`src/pc_card_pkg.sv`:
```
// Constants shared by the card-mode host interface decoder.
// Assumes one 200 MHz core clock and host strobes already synchronous.
package pc_card_pkg;
    // Host bus widths
    localparam int ADDR_W = 16;
    localparam int DATA_W = 16;
    localparam int REG_ADDR_W = 5;
    // Configuration registers in attribute space (byte addresses)
    localparam logic [15:0] CARD_CONFIG_OPTION_OFS = 16'h03f0;
    localparam logic [15:0] CARD_CONFIG_REG_1_OFS = 16'h03f2;
    localparam logic [15:0] CARD_CONFIG_REG_2_OFS = 16'h03f4;
    localparam logic [15:0] CARD_CONFIG_REG_3_OFS = 16'h03f6;
    localparam int CCR_COUNT = 4;
    localparam logic [7:0] CCR_RESET = 8'h00;
    // Fields of the first configuration register
    localparam int CFG_INDEX_LSB = 0;
    localparam int CFG_INDEX_W = 6;
    localparam int IO_ENABLE_BIT = 0;
    // ISA interrupt lines; one of them carries the SRAM select in card mode
    localparam int ISA_IRQ_W = 8;
    localparam int SRAM_CS_IRQ_IDX = 1;
    localparam logic [7:0] IRQ_ALL_OFF = 8'hff;
    localparam logic [7:0] IRQ_ALL_ON = 8'h00;
endpackage

```
`src/pc_card_host_interface_decode.sv`:
```
// Card-mode host interface decode: memory spaces, configuration registers,
// I/O gating, flash and SRAM selection, pin reassignment.
// Assumes host strobes are synchronous to core_clk and a core supplies data.
`timescale 1ns/100ps
module pc_card_host_interface_decode
    import pc_card_pkg::*;
(
    // Clock and reset
    input wire logic core_clk,
    input wire logic reset_n,
    // Straps and static configuration
    input wire logic cardModeStrap,
    input wire logic sharedMemMode,
    input wire logic sharedMemMatch,
    input wire logic flashWriteEnable,
    input wire logic eepromPresent,
    input wire logic sleep_n,
    input wire logic netTpSelect,
    // Host card bus
    input wire logic [ADDR_W-1:0] hostAddr,
    input wire logic [DATA_W-1:0] hostDataIn,
    output logic [DATA_W-1:0] hostDataOut,
    output logic hostDataOe_n,
    input wire logic ce1_n,
    input wire logic ce2_n,
    input wire logic regSel_n,
    input wire logic memRd_n,
    input wire logic memWr_n,
    input wire logic ioRd_n,
    input wire logic ioWr_n,
    output logic waitOut_n,
    output logic waitOe_n,
    output logic iois16Out_n,
    output logic iois16Oe_n,
    output logic inpack_n,
    output logic cardIreq_n,
    // ISA interrupt lines
    output logic [ISA_IRQ_W-1:0] isaIrqOut,
    output logic [ISA_IRQ_W-1:0] isaIrqOe_n,
    // Core side
    input wire logic [ISA_IRQ_W-1:0] isaIrqReq,
    input wire logic irqReq,
    input wire logic coreReady,
    input wire logic isaIo16Req,
    input wire logic isaNotReady,
    input wire logic [DATA_W-1:0] ioRdData,
    output logic [REG_ADDR_W-1:0] ioRegAddr,
    output logic ioRdActive,
    output logic ioWrStb,
    output logic [DATA_W-1:0] ioWrData,
    output logic cfgLoadEn,
    output logic sleepReq,
    output logic tpActive,
    output logic auiActive,
    output logic cardMode,
    output logic ioEnable,
    // Local flash and SRAM
    input wire logic [DATA_W-1:0] localRdData,
    output logic [ADDR_W-1:0] localAddr,
    output logic flashCs_n,
    output logic flashWe_n,
    output logic sramCs_n,
    output logic sramWe_n,
    output logic localOe_n
);

    // Is this byte address inside the configuration register window
    function automatic logic ccrHitF(input logic [ADDR_W-1:0] a);
        ccrHitF = (a[ADDR_W-1:3] == CARD_CONFIG_OPTION_OFS[ADDR_W-1:3]);
    endfunction

    // Which configuration register an even byte address points at
    function automatic logic [1:0] ccrIdxF(input logic [ADDR_W-1:0] a);
        ccrIdxF = a[2:1];
    endfunction

    logic rstMeta_r;
    logic rstSync_n;
    logic strapDone_r;
    logic cardMode_r;
    logic [7:0] ccr_r [0:CCR_COUNT-1];
    logic memWrLast_r;
    logic ioWrLast_r;
    logic [DATA_W-1:0] hostDataOut_r;
    logic [DATA_W-1:0] hostDataOut_nxt;
    logic tpActive_r;
    logic auiActive_r;

    // Reset release through two flops; async assert, sync release
    always_ff @(posedge core_clk or negedge reset_n) begin
        if (!reset_n) begin
            rstMeta_r <= 1'b0;
            rstSync_n <= 1'b0;
        end else begin
            rstMeta_r <= 1'b1;
            rstSync_n <= rstMeta_r;
        end
    end

    // Strap is caught once in the first cycle after reset is released
    always_ff @(posedge core_clk or negedge rstSync_n) begin
        if (!rstSync_n) begin
            strapDone_r <= 1'b0;
            cardMode_r <= 1'b0;
        end else if (!strapDone_r) begin
            strapDone_r <= 1'b1;
            cardMode_r <= cardModeStrap;
        end
    end
    assign cardMode = cardMode_r;

    // Shared-memory match is a board input; tie-high in I/O mode is external
    wire sharedMemMatchIn;
    assign sharedMemMatchIn = sharedMemMatch;

    // Host cycle decode
    wire ceAny = ~ce1_n | ~ce2_n;
    wire memCyc = cardMode_r & ceAny & (~memRd_n | ~memWr_n);
    wire ioCyc = cardMode_r & ceAny & (~ioRd_n | ~ioWr_n);
    wire attrCyc = memCyc & ~regSel_n;
    wire commonCyc = memCyc & regSel_n;
    wire attrOdd = hostAddr[0];
    wire ccrSel = attrCyc & ccrHitF(hostAddr) & ~attrOdd;
    wire [1:0] ccrIdx = ccrIdxF(hostAddr);
    // Odd attribute bytes select nothing, so their reads leave the data bus undriven
    wire attrFlashSel = attrCyc & ~ccrHitF(hostAddr) & ~attrOdd;
    wire commonFlashSel = commonCyc & sharedMemMatchIn;
    wire sramSel = commonCyc & ~sharedMemMatchIn & sharedMemMode;
    wire flashSel = attrFlashSel | commonFlashSel;
    wire memRdSel = (ccrSel | flashSel | sramSel) & ~memRd_n;

    // Write strobes fire on the falling edge of the host write strobe
    wire ccrWrStb = ccrSel & ~memWr_n & memWrLast_r;
    wire ioWrEdge = ~ioWr_n & ioWrLast_r;

    // I/O answers only after the host enabled them
    assign ioEnable = ccr_r[0][IO_ENABLE_BIT];
    wire ioGo = ioCyc & ioEnable;
    assign ioRdActive = ioGo & ~ioRd_n;
    assign ioWrStb = ioGo & ioWrEdge;
    assign ioRegAddr = hostAddr[REG_ADDR_W-1:0];
    assign ioWrData = hostDataIn;

    // Strobe history for edge detection
    always_ff @(posedge core_clk or negedge rstSync_n) begin
        if (!rstSync_n) begin
            memWrLast_r <= 1'b1;
            ioWrLast_r <= 1'b1;
        end else begin
            memWrLast_r <= memWr_n;
            ioWrLast_r <= ioWr_n;
        end
    end

    // Configuration registers; a fitted EEPROM preloads via the core
    // during reset, so here they simply clear to the unconfigured state
    always_ff @(posedge core_clk or negedge rstSync_n) begin
        if (!rstSync_n) begin
            for (int i = 0; i < CCR_COUNT; i++) begin
                ccr_r[i] <= CCR_RESET;
            end
        end else if (ccrWrStb) begin
            ccr_r[ccrIdx] <= hostDataIn[7:0];
        end
    end

    // Read data source; registered so data outputs come from flops
    always_comb begin
        hostDataOut_nxt = '0;
        if (ccrSel) begin
            hostDataOut_nxt = {8'h00, ccr_r[ccrIdx]};
        end else if (attrFlashSel) begin
            hostDataOut_nxt = {8'h00, localRdData[7:0]};
        end else if (commonFlashSel | sramSel) begin
            hostDataOut_nxt = localRdData;
        end else if (ioRdActive) begin
            hostDataOut_nxt = ioRdData;
        end
    end

    always_ff @(posedge core_clk or negedge rstSync_n) begin
        if (!rstSync_n) begin
            hostDataOut_r <= '0;
        end else begin
            hostDataOut_r <= hostDataOut_nxt;
        end
    end
    assign hostDataOut = hostDataOut_r;
    // Data bus driven only for decoded reads; disabled I/O stays off
    assign hostDataOe_n = ~(memRdSel | ioRdActive);

    // Ready: push-pull in card mode, open drain in ISA; 16-bit indication is only ever driven low, in both modes
    wire cardDrive = memCyc | ioGo;
    assign waitOut_n = cardMode_r ? coreReady : 1'b0;
    assign waitOe_n = cardMode_r ? ~cardDrive : ~isaNotReady;
    assign iois16Out_n = 1'b0;
    assign iois16Oe_n = cardMode_r ? ~ioGo : ~isaIo16Req;
    assign inpack_n = ~ioRdActive;
    assign cardIreq_n = ~(cardMode_r & irqReq);

    // Local memory strobes; flash writes gated by the write enable bit
    assign localAddr = hostAddr;
    assign flashCs_n = ~flashSel;
    assign flashWe_n = ~(flashSel & ~memWr_n & flashWriteEnable);
    assign sramCs_n = ~sramSel;
    assign sramWe_n = ~(sramSel & ~memWr_n);
    assign localOe_n = ~(memRdSel & ~ccrSel);

    // Pin reassignment: IRQ lines released in card mode except SRAM select
    always_comb begin
        isaIrqOut = isaIrqReq;
        isaIrqOe_n = cardMode_r ? IRQ_ALL_OFF : IRQ_ALL_ON;
        if (cardMode_r) begin
            isaIrqOut[SRAM_CS_IRQ_IDX] = sramCs_n;
            isaIrqOe_n[SRAM_CS_IRQ_IDX] = 1'b0;
        end
    end

    // EEPROM load window is the reset itself; absent EEPROM is legal
    assign cfgLoadEn = eepromPresent & ~rstSync_n;
    // Sleep works in both modes
    assign sleepReq = ~sleep_n;

    // Network port choice; registered so exactly one is ever active
    always_ff @(posedge core_clk or negedge rstSync_n) begin
        if (!rstSync_n) begin
            tpActive_r <= 1'b1;
            auiActive_r <= 1'b0;
        end else begin
            tpActive_r <= netTpSelect;
            auiActive_r <= ~netTpSelect;
        end
    end
    assign tpActive = tpActive_r;
    assign auiActive = auiActive_r;
endmodule

```
`config.mk`:
```
export PLATFORM = sky130hd
export DESIGN_NAME = pc_card_host_interface_decode
export DESIGN_NICKNAME = d
export VERILOG_FILES = /design/src/pc_card_pkg.sv /design/src/pc_card_host_interface_decode.sv
export SDC_FILE = /design/constraint.sdc
export NUM_CORES = 1
export LEC_CHECK = 0
export BUFFER_PORTS_ARGS = -buffer_cell sky130_fd_sc_hd__buf_2
export CORE_AREA = 8 8 122 79
export CTS_CLUSTER_DIAMETER = 100
export CTS_CLUSTER_SIZE = 40
export DETAILED_ROUTE_END_ITERATION = 7
export DIE_AREA = 0 0 130 87
export PLACE_DENSITY = 0.77
export SLEW_MARGIN = 20
export SYNTH_ARGS = -nofsm -noshare
export SYNTH_HDL_FRONTEND = slang
export SYNTH_SLANG_ARGS = --single-unit
```
`constraint.sdc`:
```
create_clock -name core_clk -period 2.6 [get_ports core_clk]
set_input_delay 0.52 -clock core_clk [delete_from_list [all_inputs] [get_ports core_clk]]
set_output_delay 0.52 -clock core_clk [all_outputs]
set_load 0.05 [all_outputs]
```
==> impl_results.md <==
- Fill cell instance count of the final layout: 740
- Flop and latch count out of synthesis: 56
- Average cell area after synthesis: 12.52 µm²
- Weighted congestion reported at the end of routability-driven placement: 0.8784
- Main combinational cell family by area after synthesis: multiplexers
- Run status: complete, no violations
- FF+latch area: 0.001408 mm²
- Portion of total power attributed to sequential cells: 43.6%
- CP endpoint kind: primary output
- Adder-Cell Fraction of Synth Area: 0%
- Post-route ant nets: 0
- Crit path DAT: 1.96 ns
- CTS Sinks: 56
- Residual DRC count: 0
- TritonCTS clock tree: done
- Max-slew headroom: 53.76%
- Unrepaired setup endpoints after global routing: no
- Total congestion overflow after global routing: 0
- Clock root buffer: sky130_fd_sc_hd__clkbuf_16
- Mux cell area share after synthesis: 18.29%
- # H-tree levels: 2
- Post-synthesis instance total: 241
- Area occupied by multi-input gates: 0.001201 mm²
- Synth unique cells: 44
- Fraction of met1 tracks used by global routing: 17.10%
- Drt via density: 4.781
- Number of slew-limit violations in the final report: 0
- Commonest non-fill, non-tap cell in the layout: sky130_fd_sc_hd__buf_2
- Fin crit period: 2.480 ns
- Width of the die: 130 µm
- Clock Latency Late Sink: 0.29 ns
- First-pass GRT wire length: 12.74 mm
- Synth Area in Simple Gates: 9.540%
- Number of hold violations in the final report: 0
- Areal power density over the cells: 548.4 mW/mm²
- Detailed-placement wirelength estimate: 6.647 mm
- Fraction of synthesized cell area in xor and xnor cells: 0%
- Number of buffers inserted during clock tree synthesis: 5
- Proportion of synthesized chip area in sequential cells: 46.58%
- Post-route core utilization: 46.78%
- Setup ws final: 0.1196 ns
- Row count: 26
- Worst clock skew: 0.01265 ns
- Ys Warns: 0
- Total routing resource utilization after global routing: 14.42%
- Final non-filler cell area: 0.003759 mm²
- Final-stage net count: 444
- Achievable Freq: 0.4032 GHz
- Crit path launch type: input port
- Crit share post-route: 95.40%
- Iter 0 DRT Violations: 80
- Inserted Diodes: 0
- Leakage: 2.008 nW
- Met3 usage in global routing: 4.034%
- Fraction of power consumed by combinational cells: 24.2%
- Clock-pin slew reported for the worst setup and hold paths after clock tree synthesis: 0.07 ns
- Post-synth top area share: 43.97%
- Max FO, Critical Path: 2
- I/O pin cnt: 181
- Maximum number of pins on one net before global-route repair: 55
- Port bufs: 148
- Mapped cell area: 0.003017 mm²
- Internal power: 1.385 mW
- Cell type contributing the most total cell area after synthesis: sky130_fd_sc_hd__dfrtp_1
- Total placed instance area: 0.003592 mm²
- Switching share of power: 32.79%
- Psw: 0.6758 mW
- Global-route layer with the greatest usage: met2
- Hold Crit Class: input port to flip-flop
- Total via count in the routed design: 2,223
- Clock network power share: 32.2%
- Data required time of the worst path: 2.08 ns
- Initial antenna violation count: 0
- Number of buffers between clock root and the deepest sink: 2
- Met2 track demand over resource: 25.04%
- Core outline area: 0.008035 mm²
- Largest cells by area after synthesis: sky130_fd_sc_hd__dfrtp_1 (44%), sky130_fd_sc_hd__buf_4 (14%), sky130_fd_sc_hd__mux2_2 (12%), sky130_fd_sc_hd__mux4_2 (6.0%), sky130_fd_sc_hd__o221a_2 (3.0%)
- Drt pass-1 iters: 4
- Setup WS pre-CTS: -0.009703 ns
- Area enclosed by the die boundary: 0.01131 mm²
- Highest-count cells in the layout ignoring fill and taps: sky130_fd_sc_hd__buf_2 (146), sky130_fd_sc_hd__dfrtp_1 (51), sky130_fd_sc_hd__mux2_2 (33)
- Area growth from synthesis to layout: 24.60%
- Count of final setup violators: 0
- Kind of critical path: input port to primary output
- WL final: 8.269 mm
- Peak ir drop on the vdd network: 0.2225 mV
- Via count of the first global-routing pass: 2,402
- Area fraction in compound gates after synthesis: 10.49%
- Die Height: 87 µm
- Routed len/inst: 17.78 µm
- Worst Tran Pin Value: 0.6936 ns
- Ratio of cells with drive above 1 in the final layout: 67.99%
- # Max-Cap Violations: 0
- Starting Density: 37.54%
## flip-flops by register name, summed over array words and instances, names as in the netlist
register	cells
auiActive	1
cardMode	1
ccr_r	31
hostDataOut	16
ioEnable	1
ioWrLast_r	1
memWrLast_r	1
rstMeta_r	1
rstSync_n	1
strapDone_r	1
tpActive	1
## synthesized netlist by cell type (all sizes together)
cell type and instances:
and4b 1, dfstp 3, nand4 2, a2111oi 1
nand2 6, or3b 1, nor2b 2, o21ai 1
nor3b 3, or2 3, inv 5, and3b 1
nor2 10, mux4 8, conb 2, dfrtp 53
a21bo 1, mux2 33, or3 1, or4 1
o21a 2, o31ai 1, nor4 3, nand4b 1
o221a 8, a21o 8, a21oi 4, or4b 1
a22oi 8, clkbuf 3, and2 1, nor3 2
buf 56, nand3 2, a221oi 1, a211oi 1
nand2b 1
## area by class of cell
| class | count | share of cell area (%) |
|---|---|---|
| Clock inverter | 2 | 0.4328 |
| Sequential cell | 56 | 37.45 |
| Clock buffer | 6 | 3.429 |
| Tap cell | 112 | 3.728 |
| Multi-Input combinational cell | 123 | 31.96 |
| Inverter | 5 | 0.4993 |
| Timing Repair Buffer | 161 | 22.50 |
## cells by family (layout without fill, tap and decap cells)
group,count (synthesis),after routing
buffers and inverters,64,174
multiplexers,41,41
flip-flops,56,56
AO/OA/AOI/OAI,36,36
AND/OR/NAND/NOR,42,42
other,2,4
## what timing repair did
action	in CTS	in global routing
hold buffers	1	0
resized for setup	1	2
setup endpoints to repair	1	1
buffers inserted	0	0
endpoints found under the hold margin	2	0
## power groups by stage
stage	clock network, mW	registers [mW]	logic [mW]
global placement	0	0.915	0.496
CTS	0.688	0.899	0.504
finish	0.664	0.898	0.499
global route	0.727	0.900	0.525
detailed placement	0	0.915	0.501
floorplan	0	0.989	0.372
## path summary, 6_finish.rpt
| check | startpoint | end | slack (ns) | cells past startpoint |
|---|---|---|---|---|
| max | hostAddr[10] | flashCs_n | 0.12 | 7 |
| min in group asynchronous | rstSync_n | auiActive | 0.40 | 1 |
| min | netTpSelect | tpActive | 0.34 | 1 |
| min reg2reg | rstMeta_r | rstSync_n | 0.36 | 0 |
| max reg2reg | memWrLast_r | ccr_r[23] | 0.47 | 5 |
| max in group asynchronous | rstSync_n | cardMode | 1.69 | 1 |
## layer usage
metal / vias up / wire length, µm
li1: 1041 / -
met2: 89 / 4030
met1: 1087 / 3470
met5: - / 0
met4: 0 / 70
met3: 6 / 698
## worst max-delay path, stage by stage
cell and delay, ns:
sky130_fd_sc_hd__buf_2 0.11, sky130_fd_sc_hd__or4b_4 0.54, sky130_fd_sc_hd__nor4_2 0.23, sky130_fd_sc_hd__buf_4 0.15
sky130_fd_sc_hd__o31ai_1 0.08, sky130_fd_sc_hd__nand2_1 0.12, sky130_fd_sc_hd__buf_4 0.21
## per-stage QoR
step / hold slack (ns) / power (mW) / TNS (ns) / std cells
6_report: 0.3392 / 2.061 / 0 / 465
5_1_grt: 0.3277 / 2.153 / 0 / 465
4_1_cts: 0.3241 / 2.091 / 0 / 465
3_5_place_dp: 0.3099 / 1.416 / -0.009703 / 456
3_3_place_gp: 0.3063 / 1.411 / 0 / 456
2_1_floorplan: 0.2244 / 1.362 / -0.2300 / 243
Power figures use the tool's default switching activity.
